<file path="config.mk">
export PLATFORM = sky130hd
export DESIGN_NAME = afm_fault_mgr
export DESIGN_NICKNAME = d
export VERILOG_FILES = /design/src/afm_pkg.sv /design/src/afm_warn_if.sv /design/src/afm_fault_mgr.sv /design/src/afm_restart_cnt.sv
export VERILOG_INCLUDE_DIRS = /design/src
export SDC_FILE = /design/constraint.sdc
export NUM_CORES = 1
export LEC_CHECK = 0
export BUFFER_PORTS_ARGS = -buffer_cell sky130_fd_sc_hd__buf_4
export CAP_MARGIN = 20
export CORE_UTILIZATION = 30
export CTS_CLUSTER_SIZE = 12
export DETAILED_ROUTE_END_ITERATION = 7
export GPL_TIMING_DRIVEN = 0
export SLEW_MARGIN = 15
export SYNTH_ARGS = -nofsm -noshare
export SYNTH_HDL_FRONTEND = slang
export SYNTH_HIERARCHICAL = 1
export SYNTH_SLANG_ARGS = --single-unit
</file>
<file path="constraint.sdc">
create_clock -name I_REF_CLK -period 4.3 [get_ports I_REF_CLK]
set_input_delay 0.215 -clock I_REF_CLK [delete_from_list [all_inputs] [get_ports I_REF_CLK]]
set_output_delay 0.215 -clock I_REF_CLK [all_outputs]
set_load 0.03 [all_outputs]
</file>
<file path="src/afm_params.svh">
// Purpose: shared constants for the analyzer fault manager
// Assumes: included by the package, the fault manager, the restart counter and the bench
// Notes:   flag positions match the displayed hexadecimal code
`ifndef AFM_PARAMS_SVH
`define AFM_PARAMS_SVH

`define AFM_MEAS_W        16
`define AFM_NUM_WARN      10
`define AFM_WOUT_W        11
`define AFM_EV_W          43
`define AFM_INST_COUNT    3
`define AFM_RESTART_LIMIT 3'h5
// 5.0 degC expressed in 0.1 degC steps
`define AFM_ENCL_DEV      16'h0032
`define AFM_LOOP_NORMAL   2'h0
// System faults only: no user, validation or unused bits
`define AFM_SYS_MASK      32'hFF89CFFC

// Warning indices: 0 to 9 restart-causing, 10 unable to validate
`define AFM_W_DC          0
`define AFM_W_TEMP        1
`define AFM_W_DRYP        2
`define AFM_W_FIT         3
`define AFM_W_PEAK        4
`define AFM_W_RAMP        5
`define AFM_W_PDELTA      6
`define AFM_W_REF2        7
`define AFM_W_REF3        8
`define AFM_W_NEG         9
`define AFM_W_UNABLE      10

// Historical flag word bit positions
`define AFM_HF_GEN_PAST   0
`define AFM_HF_GEN_NOW    1
`define AFM_HF_LP_LOW     2
`define AFM_HF_LP_HIGH    3
`define AFM_HF_ZERO_LOW   4
`define AFM_HF_ZERO_HIGH  5
`define AFM_HF_LC_LOW     6
`define AFM_HF_LC_HIGH    7
`define AFM_HF_P_LOW      8
`define AFM_HF_P_HIGH     9
`define AFM_HF_T_LOW      10
`define AFM_HF_T_HIGH     11
`define AFM_HF_CONC_LOW   12
`define AFM_HF_CONC_HIGH  13
`define AFM_HF_PEAK_RS    14
`define AFM_HF_FIT_RS     15
`define AFM_HF_RAMP_RS    16
`define AFM_HF_FLOW       19
`define AFM_HF_VAL1       20
`define AFM_HF_VAL2       21
`define AFM_HF_NEG_RS     23
`define AFM_HF_DC_RS      24
`define AFM_HF_TEMP_RS    25
`define AFM_HF_DRYP_RS    26
`define AFM_HF_NEW_SCRUB  27
`define AFM_HF_REF2_RS    28
`define AFM_HF_REF3_RS    29
`define AFM_HF_PDELTA_RS  30
`define AFM_HF_LOW_PURGE  31

`endif

</file>
<file path="src/afm_pkg.sv">
// Purpose: types for the analyzer fault manager
// Assumes: afm_params.svh holds the numeric constants
// Notes:   validation sources are one-hot
`include "afm_params.svh"
package afm_pkg;
	typedef logic [`AFM_MEAS_W-1:0]   afm_meas_t;
	typedef logic [`AFM_NUM_WARN-1:0] afm_warn_t;
	typedef logic [1:0]               afm_loop_t;
	typedef enum logic [3:0] {
		VS_DAILY  = 4'h1,
		VS_DI     = 4'h2,
		VS_MANUAL = 4'h4,
		VS_PARAM  = 4'h8
	} afm_val_src_t;
endpackage : afm_pkg

</file>
<file path="src/afm_warn_if.sv">
// Purpose: carrier between fault manager and restart counters
// Assumes: one clock domain
// Notes:   restart and fault come from flip-flops
`timescale 1ns/1ns
`default_nettype none
interface afm_warn_if;
	logic               cycle_done;
	afm_pkg::afm_warn_t warn;
	logic               clear;
	logic               restart;
	afm_pkg::afm_warn_t fault;
	modport mgr (output cycle_done, output warn, output clear,
		input restart, input fault);
	modport cnt (input cycle_done, input warn, input clear,
		output restart, output fault);
endinterface : afm_warn_if
`default_nettype wire

</file>
<file path="src/afm_fault_mgr.sv">
// Purpose: warning, fault and alarm manager of the gas analyzer
// Assumes: measurement inputs are stable while I_CYCLE_DONE pulses
// Notes:   general and validation relays and flags latch; assignable relay follows its flag; pulses last one clock
// Function
// Post every warning, alarm and fault to display and serial link.
// Restart with fresh dryer cycle after three consecutive warnings.
// Escalate a warning to its fault after more than five restarts.
// Warn when wet/dry DC, pressure or temperature delta is out of range.
// Warn on peak tracking or ramp adjustment correction.
// Warn when dry cycle cell pressure is out of range.
// Warn on bad fit, negative signal, second or third reference.
// Skip daily permeation validation on high concentration and warn.
// Drive general fault, assignable and validation fail relays.
// System faults latch general relay and loop response until reset.
// Count restarts per restart-causing warning, each with its own fault.
// Negative signal fault stops its restarts and latches until reset.
// Flow switch fault when enabled input shows alarm.
// Laser current low or high fault outside its limits.
// Laser power faults on saturated or weak DC signal.
// Zero low or high fault with laser off.
// Cell pressure and temperature high and low faults.
// Heated enclosure off set point by over 5 degC raises temperature fault.
// Validation 1 or 2 failure holds relay until cancelled.
// Low purge rate and new scrubber faults.
// Concentration high and low user alarms against setpoints.
// One bit per alarm in a 32-bit historical flag word.
// Historical flags stay until alarm reset.
// A new validation start clears validation fail alarms.
// A cycle without a warning clears its counters.
`timescale 1ns/1ns
`default_nettype none
`include "afm_params.svh"
module afm_fault_mgr (
	input  wire logic                  I_REF_CLK,
	input  wire logic                  I_RST,
	input  wire logic                  I_CYCLE_DONE,
	input  wire afm_pkg::afm_meas_t    I_WET_DC,
	input  wire afm_pkg::afm_meas_t    I_DRY_DC,
	input  wire afm_pkg::afm_meas_t    I_DC_LIM,
	input  wire afm_pkg::afm_meas_t    I_WET_PRESS,
	input  wire afm_pkg::afm_meas_t    I_DRY_PRESS,
	input  wire afm_pkg::afm_meas_t    I_DP_LIM,
	input  wire afm_pkg::afm_meas_t    I_WET_TEMP,
	input  wire afm_pkg::afm_meas_t    I_DRY_TEMP,
	input  wire afm_pkg::afm_meas_t    I_DT_LIM,
	input  wire afm_pkg::afm_meas_t    I_DRYP_MIN,
	input  wire afm_pkg::afm_meas_t    I_DRYP_MAX,
	input  wire logic                  I_PEAK_CORR,
	input  wire logic                  I_RAMP_CORR,
	input  wire logic                  I_FIT_BAD,
	input  wire logic                  I_REF2_BAD,
	input  wire logic                  I_REF3_BAD,
	input  wire logic                  I_CONC_BELOW_RANGE,
	input  wire afm_pkg::afm_meas_t    I_LASER_CURR,
	input  wire afm_pkg::afm_meas_t    I_LCURR_MIN,
	input  wire afm_pkg::afm_meas_t    I_LCURR_MAX,
	input  wire logic                  I_DC_SATURATED,
	input  wire logic                  I_DC_WEAK,
	input  wire logic                  I_LASER_OFF,
	input  wire afm_pkg::afm_meas_t    I_ZERO_SIG,
	input  wire afm_pkg::afm_meas_t    I_ZERO_MIN,
	input  wire afm_pkg::afm_meas_t    I_ZERO_MAX,
	input  wire afm_pkg::afm_meas_t    I_CELL_PRESS,
	input  wire afm_pkg::afm_meas_t    I_PRESS_MIN,
	input  wire afm_pkg::afm_meas_t    I_PRESS_MAX,
	input  wire afm_pkg::afm_meas_t    I_CELL_TEMP,
	input  wire afm_pkg::afm_meas_t    I_TEMP_MIN,
	input  wire afm_pkg::afm_meas_t    I_TEMP_MAX,
	input  wire logic                  I_HEATED,
	input  wire afm_pkg::afm_meas_t    I_ENCL_TEMP,
	input  wire afm_pkg::afm_meas_t    I_ENCL_SETPT,
	input  wire logic                  I_FLOW_DI_EN,
	input  wire logic                  I_FLOW_DI,
	input  wire logic                  I_LOW_PURGE,
	input  wire logic                  I_NEW_SCRUB,
	input  wire afm_pkg::afm_meas_t    I_CONC,
	input  wire afm_pkg::afm_meas_t    I_CONC_HI_SP,
	input  wire afm_pkg::afm_meas_t    I_CONC_LO_SP,
	input  wire logic                  I_GEN_ALARM_RESET,
	input  wire afm_pkg::afm_loop_t    I_LOOP_FAULT_RESPONSE,
	input  wire logic [4:0]            I_ASSIGN_SEL,
	input  wire logic                  I_VAL_START,
	input  wire afm_pkg::afm_val_src_t I_VAL_SRC,
	input  wire logic                  I_PERM_SYSTEM,
	input  wire logic                  I_DAILY_VAL_EN,
	input  wire afm_pkg::afm_meas_t    I_VAL_CONC_LIM,
	input  wire logic                  I_VAL1_FAIL,
	input  wire logic                  I_VAL2_FAIL,
	input  wire logic                  I_CANCEL_VAL_ALARMS,
	output logic [`AFM_WOUT_W-1:0]     O_WARNINGS,
	output logic                       O_RESTART,
	output logic [31:0]                O_HIST_FLAGS,
	output logic                       O_GEN_FAULT_RELAY,
	output logic                       O_ASSIGN_RELAY,
	output logic                       O_VAL_FAIL_RELAY,
	output afm_pkg::afm_loop_t         O_LOOP_FAULT_RESPONSE,
	output logic                       O_VAL_GRANT,
	output logic                       O_VAL_SKIP,
	output logic [5:0]                 O_EVENT_CODE,
	output logic                       O_DISP_POST,
	output logic                       O_SERIAL_POST
);
	function automatic logic delta_over(input afm_pkg::afm_meas_t a,
		input afm_pkg::afm_meas_t b, input afm_pkg::afm_meas_t lim);
		return ((a > b) ? a - b : b - a) > lim;
	endfunction : delta_over

	function automatic logic [5:0] first_set(
		input logic [`AFM_EV_W-1:0] v);
		logic [5:0] idx;
		idx = 6'h00;
		for (int i = `AFM_EV_W - 1; i >= 0; i--) begin
			if (v[i]) idx = 6'(i);
		end
		return idx;
	endfunction : first_set

	afm_warn_if wi ();

	afm_restart_cnt u_cnt (
		.i_clk (I_REF_CLK),
		.i_rst (I_RST),
		.wi    (wi)
	);

	afm_pkg::afm_warn_t        warn_now;
	logic [31:0]               fv;
	logic [`AFM_WOUT_W-1:0]    warn_r;
	logic [`AFM_WOUT_W-1:0]    warn_nxt;
	logic [31:0]               fv_r;
	logic [31:0]               hist_r;
	logic [31:0]               hist_nxt;
	logic [31:0]               sticky;
	logic                      gen_r;
	logic                      gen_nxt;
	afm_pkg::afm_loop_t        loop_r;
	logic                      assign_r;
	logic                      val1_r;
	logic                      val2_r;
	logic                      val1_nxt;
	logic                      val2_nxt;
	logic                      vrelay_r;
	logic                      grant_r;
	logic                      skip_r;
	logic [`AFM_EV_W-1:0]      ev_now;
	logic [`AFM_EV_W-1:0]      ev_prev_r;
	logic [`AFM_EV_W-1:0]      pend_r;
	logic [`AFM_EV_W-1:0]      pend_nxt;
	logic [`AFM_EV_W-1:0]      served;
	logic [5:0]                code_r;
	logic                      post_r;
	wire                       encl_dev;
	wire                       skip;
	wire                       grant;
	wire                       sys_fault;
	wire afm_pkg::afm_warn_t   rf;

	// wet against dry
	assign warn_now[`AFM_W_DC]     = delta_over(I_WET_DC, I_DRY_DC,
		I_DC_LIM);
	assign warn_now[`AFM_W_PDELTA] = delta_over(I_WET_PRESS,
		I_DRY_PRESS, I_DP_LIM);
	assign warn_now[`AFM_W_TEMP]   = delta_over(I_WET_TEMP, I_DRY_TEMP,
		I_DT_LIM);
	// dryer may clog
	assign warn_now[`AFM_W_DRYP]   = (I_DRY_PRESS < I_DRYP_MIN) |
		(I_DRY_PRESS > I_DRYP_MAX);
	// correction applied
	assign warn_now[`AFM_W_PEAK]   = I_PEAK_CORR;
	assign warn_now[`AFM_W_RAMP]   = I_RAMP_CORR;
	// fit and references
	assign warn_now[`AFM_W_FIT]    = I_FIT_BAD;
	assign warn_now[`AFM_W_NEG]    = I_CONC_BELOW_RANGE;
	assign warn_now[`AFM_W_REF2]   = I_REF2_BAD;
	assign warn_now[`AFM_W_REF3]   = I_REF3_BAD;

	assign wi.cycle_done = I_CYCLE_DONE;
	assign wi.warn       = warn_now;
	assign wi.clear      = I_GEN_ALARM_RESET;
	// Reset clears restart faults in its own cycle, not one later
	assign rf            = wi.fault & ~{`AFM_NUM_WARN{I_GEN_ALARM_RESET}};

	// protect the dryer
	assign skip  = I_VAL_START & (I_VAL_SRC == afm_pkg::VS_DAILY) &
		I_PERM_SYSTEM & I_DAILY_VAL_EN & (I_CONC > I_VAL_CONC_LIM);
	assign grant = I_VAL_START & ~skip;

	// Unable flag holds until the next finished cycle
	assign warn_nxt[`AFM_W_UNABLE] = skip |
		(warn_r[`AFM_W_UNABLE] & ~I_CYCLE_DONE);
	assign warn_nxt[`AFM_NUM_WARN-1:0] = I_CYCLE_DONE ? warn_now :
		warn_r[`AFM_NUM_WARN-1:0];

	// enclosure deviation
	assign encl_dev = I_HEATED &
		delta_over(I_ENCL_TEMP, I_ENCL_SETPT, `AFM_ENCL_DEV);

	assign fv[`AFM_HF_GEN_PAST]  = 1'b0;
	assign fv[`AFM_HF_GEN_NOW]   = 1'b0;
	// DC signal level
	assign fv[`AFM_HF_LP_LOW]    = I_DC_WEAK;
	assign fv[`AFM_HF_LP_HIGH]   = I_DC_SATURATED;
	// dark detector level
	assign fv[`AFM_HF_ZERO_LOW]  = I_LASER_OFF & (I_ZERO_SIG < I_ZERO_MIN);
	assign fv[`AFM_HF_ZERO_HIGH] = I_LASER_OFF & (I_ZERO_SIG > I_ZERO_MAX);
	// laser current limits
	assign fv[`AFM_HF_LC_LOW]    = I_LASER_CURR < I_LCURR_MIN;
	assign fv[`AFM_HF_LC_HIGH]   = I_LASER_CURR > I_LCURR_MAX;
	// cell operating limits
	assign fv[`AFM_HF_P_LOW]     = I_CELL_PRESS < I_PRESS_MIN;
	assign fv[`AFM_HF_P_HIGH]    = I_CELL_PRESS > I_PRESS_MAX;
	// enclosure joins temperature
	assign fv[`AFM_HF_T_LOW]     = (I_CELL_TEMP < I_TEMP_MIN) |
		(encl_dev & (I_ENCL_TEMP < I_ENCL_SETPT));
	assign fv[`AFM_HF_T_HIGH]    = (I_CELL_TEMP > I_TEMP_MAX) |
		(encl_dev & (I_ENCL_TEMP > I_ENCL_SETPT));
	// user setpoints
	assign fv[`AFM_HF_CONC_LOW]  = I_CONC < I_CONC_LO_SP;
	assign fv[`AFM_HF_CONC_HIGH] = I_CONC > I_CONC_HI_SP;
	// restart faults mapped
	assign fv[`AFM_HF_PEAK_RS]   = rf[`AFM_W_PEAK];
	assign fv[`AFM_HF_FIT_RS]    = rf[`AFM_W_FIT];
	assign fv[`AFM_HF_RAMP_RS]   = rf[`AFM_W_RAMP];
	assign fv[18:17]             = 2'h0;
	// flow switch
	assign fv[`AFM_HF_FLOW]      = I_FLOW_DI_EN & I_FLOW_DI;
	assign fv[`AFM_HF_VAL1]      = val1_r;
	assign fv[`AFM_HF_VAL2]      = val2_r;
	assign fv[22]                = 1'b0;
	assign fv[`AFM_HF_NEG_RS]    = rf[`AFM_W_NEG];
	assign fv[`AFM_HF_DC_RS]     = rf[`AFM_W_DC];
	assign fv[`AFM_HF_TEMP_RS]   = rf[`AFM_W_TEMP];
	assign fv[`AFM_HF_DRYP_RS]   = rf[`AFM_W_DRYP];
	// dryer health
	assign fv[`AFM_HF_NEW_SCRUB] = I_NEW_SCRUB;
	assign fv[`AFM_HF_REF2_RS]   = rf[`AFM_W_REF2];
	assign fv[`AFM_HF_REF3_RS]   = rf[`AFM_W_REF3];
	assign fv[`AFM_HF_PDELTA_RS] = rf[`AFM_W_PDELTA];
	assign fv[`AFM_HF_LOW_PURGE] = I_LOW_PURGE;

	// latch until reset
	assign sys_fault = |(fv & `AFM_SYS_MASK);
	assign gen_nxt   = sys_fault | (gen_r & ~I_GEN_ALARM_RESET);

	// set wins over cancel
	assign val1_nxt = I_VAL1_FAIL |
		(val1_r & ~I_CANCEL_VAL_ALARMS & ~grant);
	// new run decides
	assign val2_nxt = I_VAL2_FAIL |
		(val2_r & ~I_CANCEL_VAL_ALARMS & ~grant);

	// hold until reset
	assign sticky = (hist_r & ~{32{I_GEN_ALARM_RESET}}) | fv |
		{31'h0, gen_nxt};
	// one bit each
	assign hist_nxt = {sticky[31:`AFM_HF_GEN_NOW+1], |fv,
		sticky[`AFM_HF_GEN_PAST]};

	// edges become events
	assign ev_now   = {warn_r, fv_r};
	assign served   = pend_r & (~pend_r + `AFM_EV_W'(1));
	assign pend_nxt = (pend_r & ~served) | (ev_now & ~ev_prev_r);

	always_ff @(posedge I_REF_CLK or posedge I_RST) begin
		if (I_RST) begin
			warn_r <= '0;
			fv_r   <= 32'h0;
			hist_r <= 32'h0;
			gen_r  <= 1'b0;
			loop_r <= `AFM_LOOP_NORMAL;
		end else begin
			warn_r <= warn_nxt;
			fv_r   <= fv;
			hist_r <= hist_nxt;
			gen_r  <= gen_nxt;
			loop_r <= gen_nxt ? I_LOOP_FAULT_RESPONSE : `AFM_LOOP_NORMAL;
		end
	end

	// assignable and validation relays
	always_ff @(posedge I_REF_CLK or posedge I_RST) begin
		if (I_RST) begin
			assign_r <= 1'b0;
			val1_r   <= 1'b0;
			val2_r   <= 1'b0;
			vrelay_r <= 1'b0;
			grant_r  <= 1'b0;
			skip_r   <= 1'b0;
		end else begin
			assign_r <= fv[I_ASSIGN_SEL];
			val1_r   <= val1_nxt;
			val2_r   <= val2_nxt;
			vrelay_r <= val1_nxt | val2_nxt;
			grant_r  <= grant;
			skip_r   <= skip;
		end
	end

	// Lowest index first; a burst drains one per clock
	always_ff @(posedge I_REF_CLK or posedge I_RST) begin
		if (I_RST) begin
			ev_prev_r <= '0;
			pend_r    <= '0;
			code_r    <= 6'h00;
			post_r    <= 1'b0;
		end else begin
			ev_prev_r <= ev_now;
			pend_r    <= pend_nxt;
			code_r    <= first_set(pend_r);
			post_r    <= |pend_r;
		end
	end

	assign O_WARNINGS            = warn_r;
	assign O_RESTART             = wi.restart;
	assign O_HIST_FLAGS          = hist_r;
	assign O_GEN_FAULT_RELAY     = gen_r;
	assign O_ASSIGN_RELAY        = assign_r;
	assign O_VAL_FAIL_RELAY      = vrelay_r;
	assign O_LOOP_FAULT_RESPONSE = loop_r;
	assign O_VAL_GRANT           = grant_r;
	assign O_VAL_SKIP            = skip_r;
	assign O_EVENT_CODE          = code_r;
	assign O_DISP_POST           = post_r;
	assign O_SERIAL_POST         = post_r;

	gen_set_a: assert property (@(posedge I_REF_CLK) disable iff (I_RST)
		sys_fault |=> O_GEN_FAULT_RELAY)
		else $error("system fault missed general relay");
	gen_hold_a: assert property (@(posedge I_REF_CLK) disable iff (I_RST)
		(O_GEN_FAULT_RELAY && !I_GEN_ALARM_RESET) |=> O_GEN_FAULT_RELAY)
		else $error("general relay dropped without reset");
	loop_follow_a: assert property (@(posedge I_REF_CLK) disable iff (I_RST)
		O_GEN_FAULT_RELAY |-> O_LOOP_FAULT_RESPONSE ==
		$past(I_LOOP_FAULT_RESPONSE))
		else $error("loop response not the configured option");
	val_skip_a: assert property (@(posedge I_REF_CLK) disable iff (I_RST)
		skip |=> (O_VAL_SKIP && !O_VAL_GRANT &&
		O_WARNINGS[`AFM_W_UNABLE]))
		else $error("daily validation not skipped");
	val_clear_a: assert property (@(posedge I_REF_CLK) disable iff (I_RST)
		(grant && !I_VAL1_FAIL && !I_VAL2_FAIL) |=> !O_VAL_FAIL_RELAY)
		else $error("validation start left fail relay");
	val_hold_a: assert property (@(posedge I_REF_CLK) disable iff (I_RST)
		(I_VAL1_FAIL ##1 (!I_CANCEL_VAL_ALARMS && !grant)[*2])
		|=> O_VAL_FAIL_RELAY)
		else $error("validation fail relay not held");
	hist_keep_a: assert property (@(posedge I_REF_CLK) disable iff (I_RST)
		(O_HIST_FLAGS[`AFM_HF_P_LOW] && !I_GEN_ALARM_RESET)
		|=> O_HIST_FLAGS[`AFM_HF_P_LOW])
		else $error("historical flag lost before reset");
	post_both_a: assert property (@(posedge I_REF_CLK) disable iff (I_RST)
		(fv[`AFM_HF_P_LOW] && !fv_r[`AFM_HF_P_LOW]) |-> ##[1:45]
		(O_DISP_POST && O_SERIAL_POST &&
		O_EVENT_CODE == 6'(`AFM_HF_P_LOW)))
		else $error("fault event was not posted");
	delta_warn_a: assert property (@(posedge I_REF_CLK) disable iff (I_RST)
		(I_CYCLE_DONE && delta_over(I_WET_DC, I_DRY_DC, I_DC_LIM))
		|=> O_WARNINGS[`AFM_W_DC])
		else $error("DC delta warning not raised");
endmodule : afm_fault_mgr
`default_nettype wire

</file>
<file path="src/afm_restart_cnt.sv">
// Purpose: per-warning instance and restart counting
// Assumes: warn is valid in the cycle_done cycle
// Notes:   escalated faults latch until clear
`timescale 1ns/1ns
`default_nettype none
`include "afm_params.svh"
module afm_restart_cnt (
	input  wire logic i_clk,
	input  wire logic i_rst,
	afm_warn_if.cnt   wi
);
	afm_pkg::afm_warn_t fire;
	afm_pkg::afm_warn_t fault;
	logic               restart_r;

	genvar gi;
	generate
	for (gi = 0; gi < `AFM_NUM_WARN; gi++) begin : g_w
		logic [1:0] inst_r;
		logic [1:0] inst_nxt;
		logic [2:0] rcnt_r;
		logic [2:0] rcnt_nxt;
		logic       fault_r;
		logic       fault_nxt;
		wire        hit   = wi.cycle_done & wi.warn[gi];
		wire        clean = wi.cycle_done & ~wi.warn[gi];
		// suppress negative restarts
		wire        supp  = (gi == `AFM_W_NEG) & fault_r;
		wire        count = hit & ~supp;
		// restart on third
		wire        fire_w = count &
			(inst_r == 2'(`AFM_INST_COUNT - 1));
		// escalate past limit
		wire        esc = fire_w & (rcnt_r == `AFM_RESTART_LIMIT);

		// quiet cycle clears
		assign inst_nxt = (clean | fire_w) ? 2'h0 :
			count ? inst_r + 2'h1 : inst_r;
		assign rcnt_nxt = clean ? 3'h0 :
			(fire_w & ~esc) ? rcnt_r + 3'h1 : rcnt_r;
		// latch until reset
		assign fault_nxt = esc | (fault_r & ~wi.clear);
		assign fire[gi]  = fire_w;
		// one fault each
		assign fault[gi] = fault_r;

		always_ff @(posedge i_clk or posedge i_rst) begin
			if (i_rst) begin
				inst_r  <= 2'h0;
				rcnt_r  <= 3'h0;
				fault_r <= 1'b0;
			end else begin
				inst_r  <= inst_nxt;
				rcnt_r  <= rcnt_nxt;
				fault_r <= fault_nxt;
			end
		end

		restart_third_a: assert property (@(posedge i_clk)
			disable iff (i_rst)
			(hit && !supp && inst_r == 2'(`AFM_INST_COUNT - 1)) |=> restart_r)
			else $error("third instance gave no restart");
		fault_esc_a: assert property (@(posedge i_clk)
			disable iff (i_rst)
			(fire_w && rcnt_r == `AFM_RESTART_LIMIT) |=> fault_r)
			else $error("restart limit did not escalate");
		neg_supp_a: assert property (@(posedge i_clk)
			disable iff (i_rst)
			(supp && !wi.clear) |=> (fault_r && inst_r == 2'h0))
			else $error("suppressed warning still counted");
	end
	endgenerate

	always_ff @(posedge i_clk or posedge i_rst) begin
		if (i_rst) begin
			restart_r <= 1'b0;
		end else begin
			restart_r <= |fire;
		end
	end

	assign wi.restart = restart_r;
	assign wi.fault   = fault;
endmodule : afm_restart_cnt
`default_nettype wire

</file>
==> key figures, run 1 <==
Synthesis
  • Post-Syn Nets: 3568
  • Unique masters post-synth: 97
  • Synth Register Bits: 226
  • Synth Instances: roughly 2700
  • Main synth FF type: dfrtp_1
  • Ys async rst share: 100%
  • Yosys Warn Count: 6
  • Mean Syn Cell Area: about 8.4 um^2
  • EDFF count, synth: 0
  • Mapped Area: roughly 22000 um^2
  • Post-synthesis sequential area ratio: 25.5%

CTS
  • Bufs on Longest Clock Path: 3
  • H-tree levels: 1
  • CTS tree: done
  • Root Buffer: clkbuf_16
  • Latest clock arrival within the worst-skew pair: slightly below 0.6 ns
  • Reg clk slew, reported paths: 0.06 ns
  • Sink Count: 226
  • Cts bufs inserted: 28

Setup path
  • Startpoint types: primary input
  • Crit. Startpoint: I_WET_TEMP[12]
  • Crit end category: flip-flop
  • Crit-path slowest cell: a222oi_1
  • CP arrival: a little under 5 ns
  • Delay of the slowest critical-path stage: 0.40 ns
  • WS Path Type: in -> reg
  • R2r startpoint: pend_r[4]
  • Worst-path fanout max: 9
  • Req. time, crit path: 4.72 ns
  • Top cell by count, worst path: buf_4

Route
  • Residual DRC: 32
  • Total length of routed wires: 71.0 mm
  • DRT Pass-1 Iters: 7
  • Routed wire per std cell: 16.6 um
  • Routed vias: between 20000 and 25000
  • Antenna-violating nets left: 0
  • Detailed Route Iter0 Violations: around 1000
  • Via density: 4.88

STA
  • Setup violators final: 3
  • Tmin final: 4.39 ns
  • Worst hold margin: 0.0441 ns
  • Layout Skew: 0.0653 ns
  • Rel. slew slack: between 30% and 40%
  • Hold Vio Cnt, Final: 0
  • Slew @ Worst Pin: 1.01 ns
  • Worst setup margin: -0.0924 ns
  • Unrepaired setup endpoints after global routing: true
  • Max-slew violations: 0
  • Final period util: 102%
  • Max frequency: 0.228 GHz

Placement
  • RD Place Congestion: 0.939
  • Post-DP Area: around 28000 um^2
  • DP HPWL: 60.2 mm
  • Pre-CTS setup slack: -1.32 ns
  • IO buf count: 555

Cells and area
  • Fin nets: 4211
  • Most common cell after layout, fill and taps aside: buf_4
  • Area of the multi-input gates: between 10000 and 15000 um^2
  • Fin area: 29800 um^2
  • Sequential Area: 5660 um^2
  • Share of layout cells above drive strength 1: 24.8%
  • Most frequent cells in the layout: buf_4, inv_1, ha_1, dfrtp_1, a21oi_1
  • FILL cells: roughly 7400
  • P&R area growth vs syn: 34.0%

GRT
  • Initial antenna violation count: 6
  • Largest net degree at the start of global routing: 58
  • First-pass GRT wire length: 109 mm
  • All-Layer GR Usage: 18.1%
  • Vias in the first global route: 20535
  • GRT overflow: 0

Pwr
  • Clock share of power: 29.5%
  • Switching Fraction: 34.5%
  • Leak pwr: 15.6 nW
  • PwrDens: 290 nW/um^2
  • VDD IR max: 0.266 mV
  • Comb power frac: 40.6%
  • Psw: 2.98 mW
  • Flop pwr share: 29.8%
  • Cell Int Power: 5.66 mW

Run status
  • Status: complete, but fails checks
  • Failing checks: design-rule violations, negative setup slack

Worst hold path
  • Hold Crit Class: in -> reg
  • Worst min-delay path startpoint: I_ASSIGN_SEL[3]

Job
  • Max_cap viols: 0

Floorplanning
  • # IOs: ~560
  • Chip width: 274 um
  • Die Y: 274 um
  • Full die area: 75200 um^2
  • Row Count: 99
  • Core Region: between 70000 and 80000 um^2
  • Initial Utilization: 30.4%
-- logic make-up after synthesis --
| family | synth area share [%] |
|---|---|
| muxes | 3.22 |
| AOI/OAI and AO/OA | 22.2 |
| xor gates and xnor gates | 2.01 |
| adders and majority gates | 23.5 |
| buffers and inverters | 10.3 |
| DFF | 25.5 |
| and+or+nand+nor | 13.4 |
-- metrics by stage --
stage / cells / TNS, ns / power, mW / util (%)
global placement: 4171 / -19.59 / 5.81 / 38.0
floorplan: 2657 / -0.620 / 4.72 / -
CTS: 4271 / -0.229 / 8.63 / 40.3
global route: 4283 / -2.93 / 9.26 / 40.7
finish: 4285 / -0.165 / 8.64 / 40.7
detailed placement: 4177 / -19.32 / 5.88 / 38.2
-- state kept, by name, summed over array words and instances (netlist names) --
register               cells
fv_r                      27
O_EVENT_CODE               6
O_GEN_FAULT_RELAY          1
O_HIST_FLAGS              32
u_cnt/wi.restart           1
u_cnt/g_w.rcnt_r          30
pend_r                    41
val2_r                     1
O_VAL_GRANT                1
O_VAL_SKIP                 1
O_WARNINGS                11
ev_prev_r                 38
O_ASSIGN_RELAY             1
O_LOOP_FAULT_RESPONSE      2
u_cnt/g_w.fault_r         10
u_cnt/g_w.inst_r          20
O_DISP_POST                1
O_VAL_FAIL_RELAY           1
val1_r                     1
-- what timing repair did --
action	CTS	global route
hold endpoints to repair	134	0
pin swaps	24	30
gates resized for setup	43	50
buffers inserted	24	13
setup endpoints to repair	17	22
hold buffers	20	0
-- area by class of cell --
cell class                      count  area share [%]
Multi-Input combinational cell   1846            49.4
Buffer                             66            1.31
Clock inverter                     14           0.794
Antenna cell                        5          0.0420
Inverter                          514            6.55
Tap cell                          959            4.03
Clock buffer                       37            2.64
Sequential cell                   226            19.0
Timing Repair Buffer              618            16.3
-- cell usage after synthesis, types with 14 or more instances --
cell / instances / share of area (%)
dfrtp_1: 226 / 25
ha_1: 404 / 23
o31ai_1: 33 / 1.1
a21oi_1: 178 / 4.0
a31oi_1: 25 / 0.70
o21bai_1: 22 / 0.74
or3_1: 15 / 0.42
o21ai_0: 164 / 3.7
nor2b_1: 49 / 1.4
buf_2: 14 / 0.32
inv_1: 514 / 8.7
nor3_1: 36 / 0.81
o21a_1: 46 / 1.6
clkbuf_1: 36 / 0.61
xnor2_1: 38 / 1.5
a211oi_1: 24 / 0.81
mux2_2: 25 / 1.3
nand4_1: 59 / 1.7
a21o_1: 96 / 3.2
o211ai_1: 21 / 0.71
nand2b_1: 33 / 0.93
mux2i_1: 35 / 1.6
nor2_1: 137 / 2.3
nand3_1: 34 / 0.77
nand2_1: 110 / 1.9
buf_4: 14 / 0.47
o22ai_1: 30 / 0.84
-- power groups by stage --
stage / clock [mW] / sequential [mW] / combinational (mW)
2_1_floorplan: 0 / 2.67 / 2.04
3_5_place_dp: 0 / 2.61 / 3.26
6_report: 2.55 / 2.58 / 3.51
3_3_place_gp: 0 / 2.61 / 3.20
5_1_grt: 2.73 / 2.62 / 3.92
4_1_cts: 2.63 / 2.58 / 3.41
-- worst max-delay path: cells and delay by family --
kind / cells / cell delay (ns)
adder cells (fa/ha/maj): 2 / 0.55
AO/OA/AOI/OAI: 11 / 2.06
AND/OR/NAND/NOR: 8 / 1.09
multiplexers: 1 / 0.21
buffers and inverters: 5 / 0.65
-- worst paths after layout --
kind / endpoint / slack [ns] / cells past startpoint
setup reg to reg: pend_r[39] / 0.89 / 12
hold / removal: O_ASSIGN_RELAY / 0.04 / 3
setup / recovery: u_cnt/wi.restart / -0.09 / 27
min in group asynchronous: u_cnt/g_w[1].inst_r[1] / 0.09 / 3
max in group asynchronous: O_EVENT_CODE[1] / 3.06 / 5
hold reg to reg: pend_r[23] / 0.37 / 1
-- per-layer routing --
| metal | GRT usage [%] | up-vias | routed length, um |
|---|---|---|---|
| li1 | - | 10552 | - |
| met1 | 23.1 | 9738 | 30600 |
| met2 | 31.0 | 525 | 34200 |
| met3 | 3.26 | 110 | 4360 |
| met4 | 4.88 | 2 | 1770 |
| met5 | 0 | - | 12 |
No activity file was read; power rests on OpenSTA's default activity.
==> run 2: changes to the inputs <==
BUFFER_PORTS_ARGS = default   (was -buffer_cell sky130_fd_sc_hd__buf_4)
DONT_BUFFER_PORTS = 1   (was default)
SYNTH_HIERARCHICAL = default   (was 1)
clock period = 4.8 ns   (was 4.3 ns; I/O delays follow)
==> key figures, run 2 <==
Setup path
  • CP arrival: 4.95 ns (was 4.82 ns)
  • Crit. Startpoint: I_WET_TEMP[0] (was I_WET_TEMP[12])
  • R2r startpoint: pend_r[11] (was pend_r[4])
  • Crit end category: flip-flop (unchanged)
  • WS Path Type: in -> reg (unchanged)
  • Worst-path fanout max: 10 (was 9)
  • Req. time, crit path: 5.19 ns (was 4.72 ns)
  • Startpoint types: primary input (unchanged)

GRT
  • Initial antenna violation count: 3 (was 6)
  • Met1 Track Usage GR: 22.0% (was 23.1%)
  • Vias in the first global route: 17596 (was 20535)
  • First-pass GRT wire length: 99.1 mm (was 109 mm)
  • Largest net degree at the start of global routing: 37 (was 58)
  • GR Util met3: 4.02% (was 3.26%)
  • GR peak layer: met2 (unchanged)
  • Met2 Use GR: 28.2% (was 31.0%)
  • All-Layer GR Usage: 17.0% (was 18.1%)
  • GRT overflow: 0 (unchanged)

Synthesis
  • Unique masters post-synth: 85 (was 97)
  • Post-synthesis sequential area ratio: 25.9% (was 25.5%)
  • Post-Syn Nets: 3530 (was 3568)
  • Area contributors post-synth: dfrtp_1, ha_1, inv_1 (unchanged)
  • Mean Syn Cell Area: 8.33 um^2 (was 8.36 um^2)
  • Synth top area share: 25.9% (was 25.5%)
  • Leading area contributor after synthesis: dfrtp_1 (unchanged)
  • Main synth FF type: dfrtp_1 (unchanged)
  • Synth top cells by count: inv_1, ha_1, dfrtp_1 (unchanged)
  • Mapped Area: 21800 um^2 (was 22200 um^2)
  • Synth Instances: 2619 (was 2657)
  • Count leader, synth: inv_1 (unchanged)
  • Yosys Warn Count: 0 (was 6)
  • EDFF count, synth: 0 (unchanged)
  • Ys async rst share: 100% (unchanged)
  • Synth Register Bits: 226 (unchanged)

Cells and area
  • Most common cell after layout, fill and taps aside: inv_1 (was buf_4)
  • Most frequent cells in the layout: inv_1, ha_1, dfrtp_1, o21ai_0, a21oi_1 (was buf_4, inv_1, ha_1, dfrtp_1, a21oi_1)
  • Share of layout cells above drive strength 1: 4.69% (was 24.8%)
  • Ant diodes: 0 (was 5)
  • Fin nets: 3585 (was 4211)
  • Max reg flops: 41 (unchanged)
  • Post-Layout Cell Count: 3634 (was 4285)
  • Reg with most FFs: pend_r (unchanged)
  • P&R area growth vs syn: 10.9% (was 34.0%)

Placement
  • Number of placed cells counting well taps: 3577 (was 4177)
  • DP HPWL: 55.6 mm (was 60.2 mm)
  • IO buf count: 0 (was 555)
  • Pre-CTS setup slack: -0.874 ns (was -1.32 ns)
  • RD Place Congestion: 0.915 (was 0.939)

STA
  • Layout Skew: 0.0290 ns (was 0.0653 ns)
  • Slew @ Worst Pin: 0.859 ns (was 1.01 ns)
  • Hold Vio Cnt, Final: 0 (unchanged)
  • Final period util: 95.0%
  • Max-slew violations: 0 (unchanged)
  • Max frequency: 0.219 GHz
  • Worst setup margin: 0.239 ns (was -0.0924 ns)
  • Setup violators final: 0 (was 3)
  • Tmin final: 4.56 ns
  • Unrepaired setup endpoints after global routing: false (was true)
  • Rel. slew slack: 42.2% (was 32.0%)

Route
  • Routed wire per std cell: 18.1 um (was 16.6 um)
  • Routed vias: 18444 (was 20927)
  • DRT Pass-1 Iters: 5 (was 7)
  • Antenna-violating nets left: 0 (unchanged)
  • Residual DRC: 0 (was 32)
  • Total length of routed wires: 65.8 mm (was 71.0 mm)
  • Detailed Route Iter0 Violations: 1098 (was 1046)
  • Via density: 5.08 (was 4.88)

Worst hold path
  • Hold Crit Class: in -> reg (unchanged)
  • Worst min-delay path startpoint: I_LASER_OFF (was I_ASSIGN_SEL[3])

Floorplanning
  • Core Region: 71700 um^2 (was 73100 um^2)
  • Die Y: 272 um (was 274 um)
  • # IOs: 558 (unchanged)
  • Full die area: 73800 um^2 (was 75200 um^2)
  • Initial Utilization: 30.4% (about the same)
  • Row Count: 98 (was 99)
  • Chip width: 272 um (was 274 um)

Pwr
  • Final Power: 6.32 mW (was 8.64 mW)
  • Flop pwr share: 37.6% (was 29.8%)
  • VDD IR max: 0.214 mV (was 0.266 mV)
  • Cell Int Power: 4.09 mW (was 5.66 mW)
  • PwrDens: 261 nW/um^2 (was 290 nW/um^2)
  • Clock share of power: 27.5% (was 29.5%)
  • Switching Fraction: 35.3% (was 34.5%)
  • Leak pwr: 12.7 nW (was 15.6 nW)
  • Comb power frac: 34.9% (was 40.6%)
  • Psw: 2.23 mW (was 2.98 mW)

CTS
  • Root Buffer: clkbuf_16 (unchanged)
  • Latest clock arrival within the worst-skew pair: 0.53 ns (was 0.59 ns)
  • Reg clk slew, reported paths: 0.06 ns (about the same)
  • Bufs on Longest Clock Path: 3 (unchanged)
  • Cts bufs inserted: 24 (was 28)
  • CTS tree: done (unchanged)
  • Sink Count: 226 (unchanged)
  • H-tree levels: 1 (unchanged)

Run status
  • Status: finished clean (was complete, but fails checks)

Job
  • Max_cap viols: 0 (unchanged)
## run 2: cell count changes after synthesis, sizes merged, moves of 9 or more
cell    delta
nor4       +9
o21a      -11
xnor2     -12
nor2b     -11
inv       -19
xor2      +12
a21o      +36
nand2     +30
o22ai     -20
o31ai     -13
nor2      -17
buf       -14
clkbuf    +12
## run 2: metal layers
| layer | routed length (um) | part of all wire (%) |
|---|---|---|
| met5 | 14 | 0.021 |
| met2 | 30500 | 46 |
| met3 | 4620 | 7.0 |
| met1 | 29300 | 45 |
| met4 | 1370 | 2.1 |
## run 2: path summary, 6_finish.rpt
check | end | slack, ns | depth (start not counted)
worst max register to register | pend_r[35] | 1.47 | 11
worst min-delay path | fv_r[5] | 0.03 | 1
min in group asynchronous | O_HIST_FLAGS[27] | 0.23 | 2
max in group asynchronous | O_HIST_FLAGS[28] | 3.62 | 5
worst min register to register | ev_prev_r[26] | 0.35 | 0
worst max-delay path | u_cnt.wi.restart | 0.24 | 24
## run 2: final cells by class
type	count	area, um^2
plain buffers	64	304
clock inverters	4	33.8
flip-flops and latches	226	5660
inverters	495	1860
repair buffers	34	408
clock buffers	32	701
well taps	950	1190
multi-input cells	1829	14000
fillers	7479	47500
## run 2: what timing repair did
action	in CTS	in global routing
hold buffers	23	0
resized for setup	4	12
endpoints found under the hold margin	124	0
endpoints found under the setup margin	14	19
pin swaps	1	2
buffers inserted	2	1
## run 2: critical path: stages
cell and delay [ns]:
inv_1 0.04, ha_1 0.13, inv_1 0.06, fa_1 0.38, a21o_1 0.19, a21o_1 0.19, a21o_1 0.20, a2111oi_2 0.35
or3_4 0.19, a31o_2 0.20, buf_6 0.16, buf_4 0.22, mux2_2 0.36, ha_1 0.28, nor2b_1 0.13, o21a_1 0.16
o21a_1 0.16, o21a_1 0.16, o21a_1 0.16, o21a_1 0.17, o311a_4 0.35, nand3_1 0.14, and4_1 0.22, nand4_1 0.11
## run 2: cell families (layout without fill, tap and decap cells)
family | Yosys count | in the layout | share of synthesized area, %
xor gates and xnor gates | 51 | 51 | 2.05
DFF | 226 | 226 | 25.9
and+or+nand+nor | 564 | 564 | 13.4
buffers and inverters | 564 | 629 | 9.93
adders and majority gates | 412 | 412 | 23.9
AOI/OAI and AO/OA | 740 | 740 | 21.8
muxes | 62 | 62 | 3.10
## run 2: metrics by stage
step | cell area [um^2] | hold slack [ns] | utilization, % | setup TNS [ns]
after floorplan | 21800 | 0.271 | - | 0
after global placement | 23000 | 0.272 | 32.1 | -12.57
after detailed placement | 23200 | 0.154 | 32.3 | -12.83
after CTS | 24200 | 0.00544 | 33.7 | 0
after global routing | 24200 | 0.00962 | 33.7 | 0
final | 24200 | 0.0260 | 33.7 | 0
## run 2: power by group through the flow
stage	clock, mW	combinational [mW]	sequential, mW
after floorplan	0	1.67	2.34
after global routing	1.86	2.51	2.41
final	1.74	2.20	2.38
after global placement	0	2.10	2.41
after detailed placement	0	2.14	2.41
after CTS	1.79	2.19	2.38
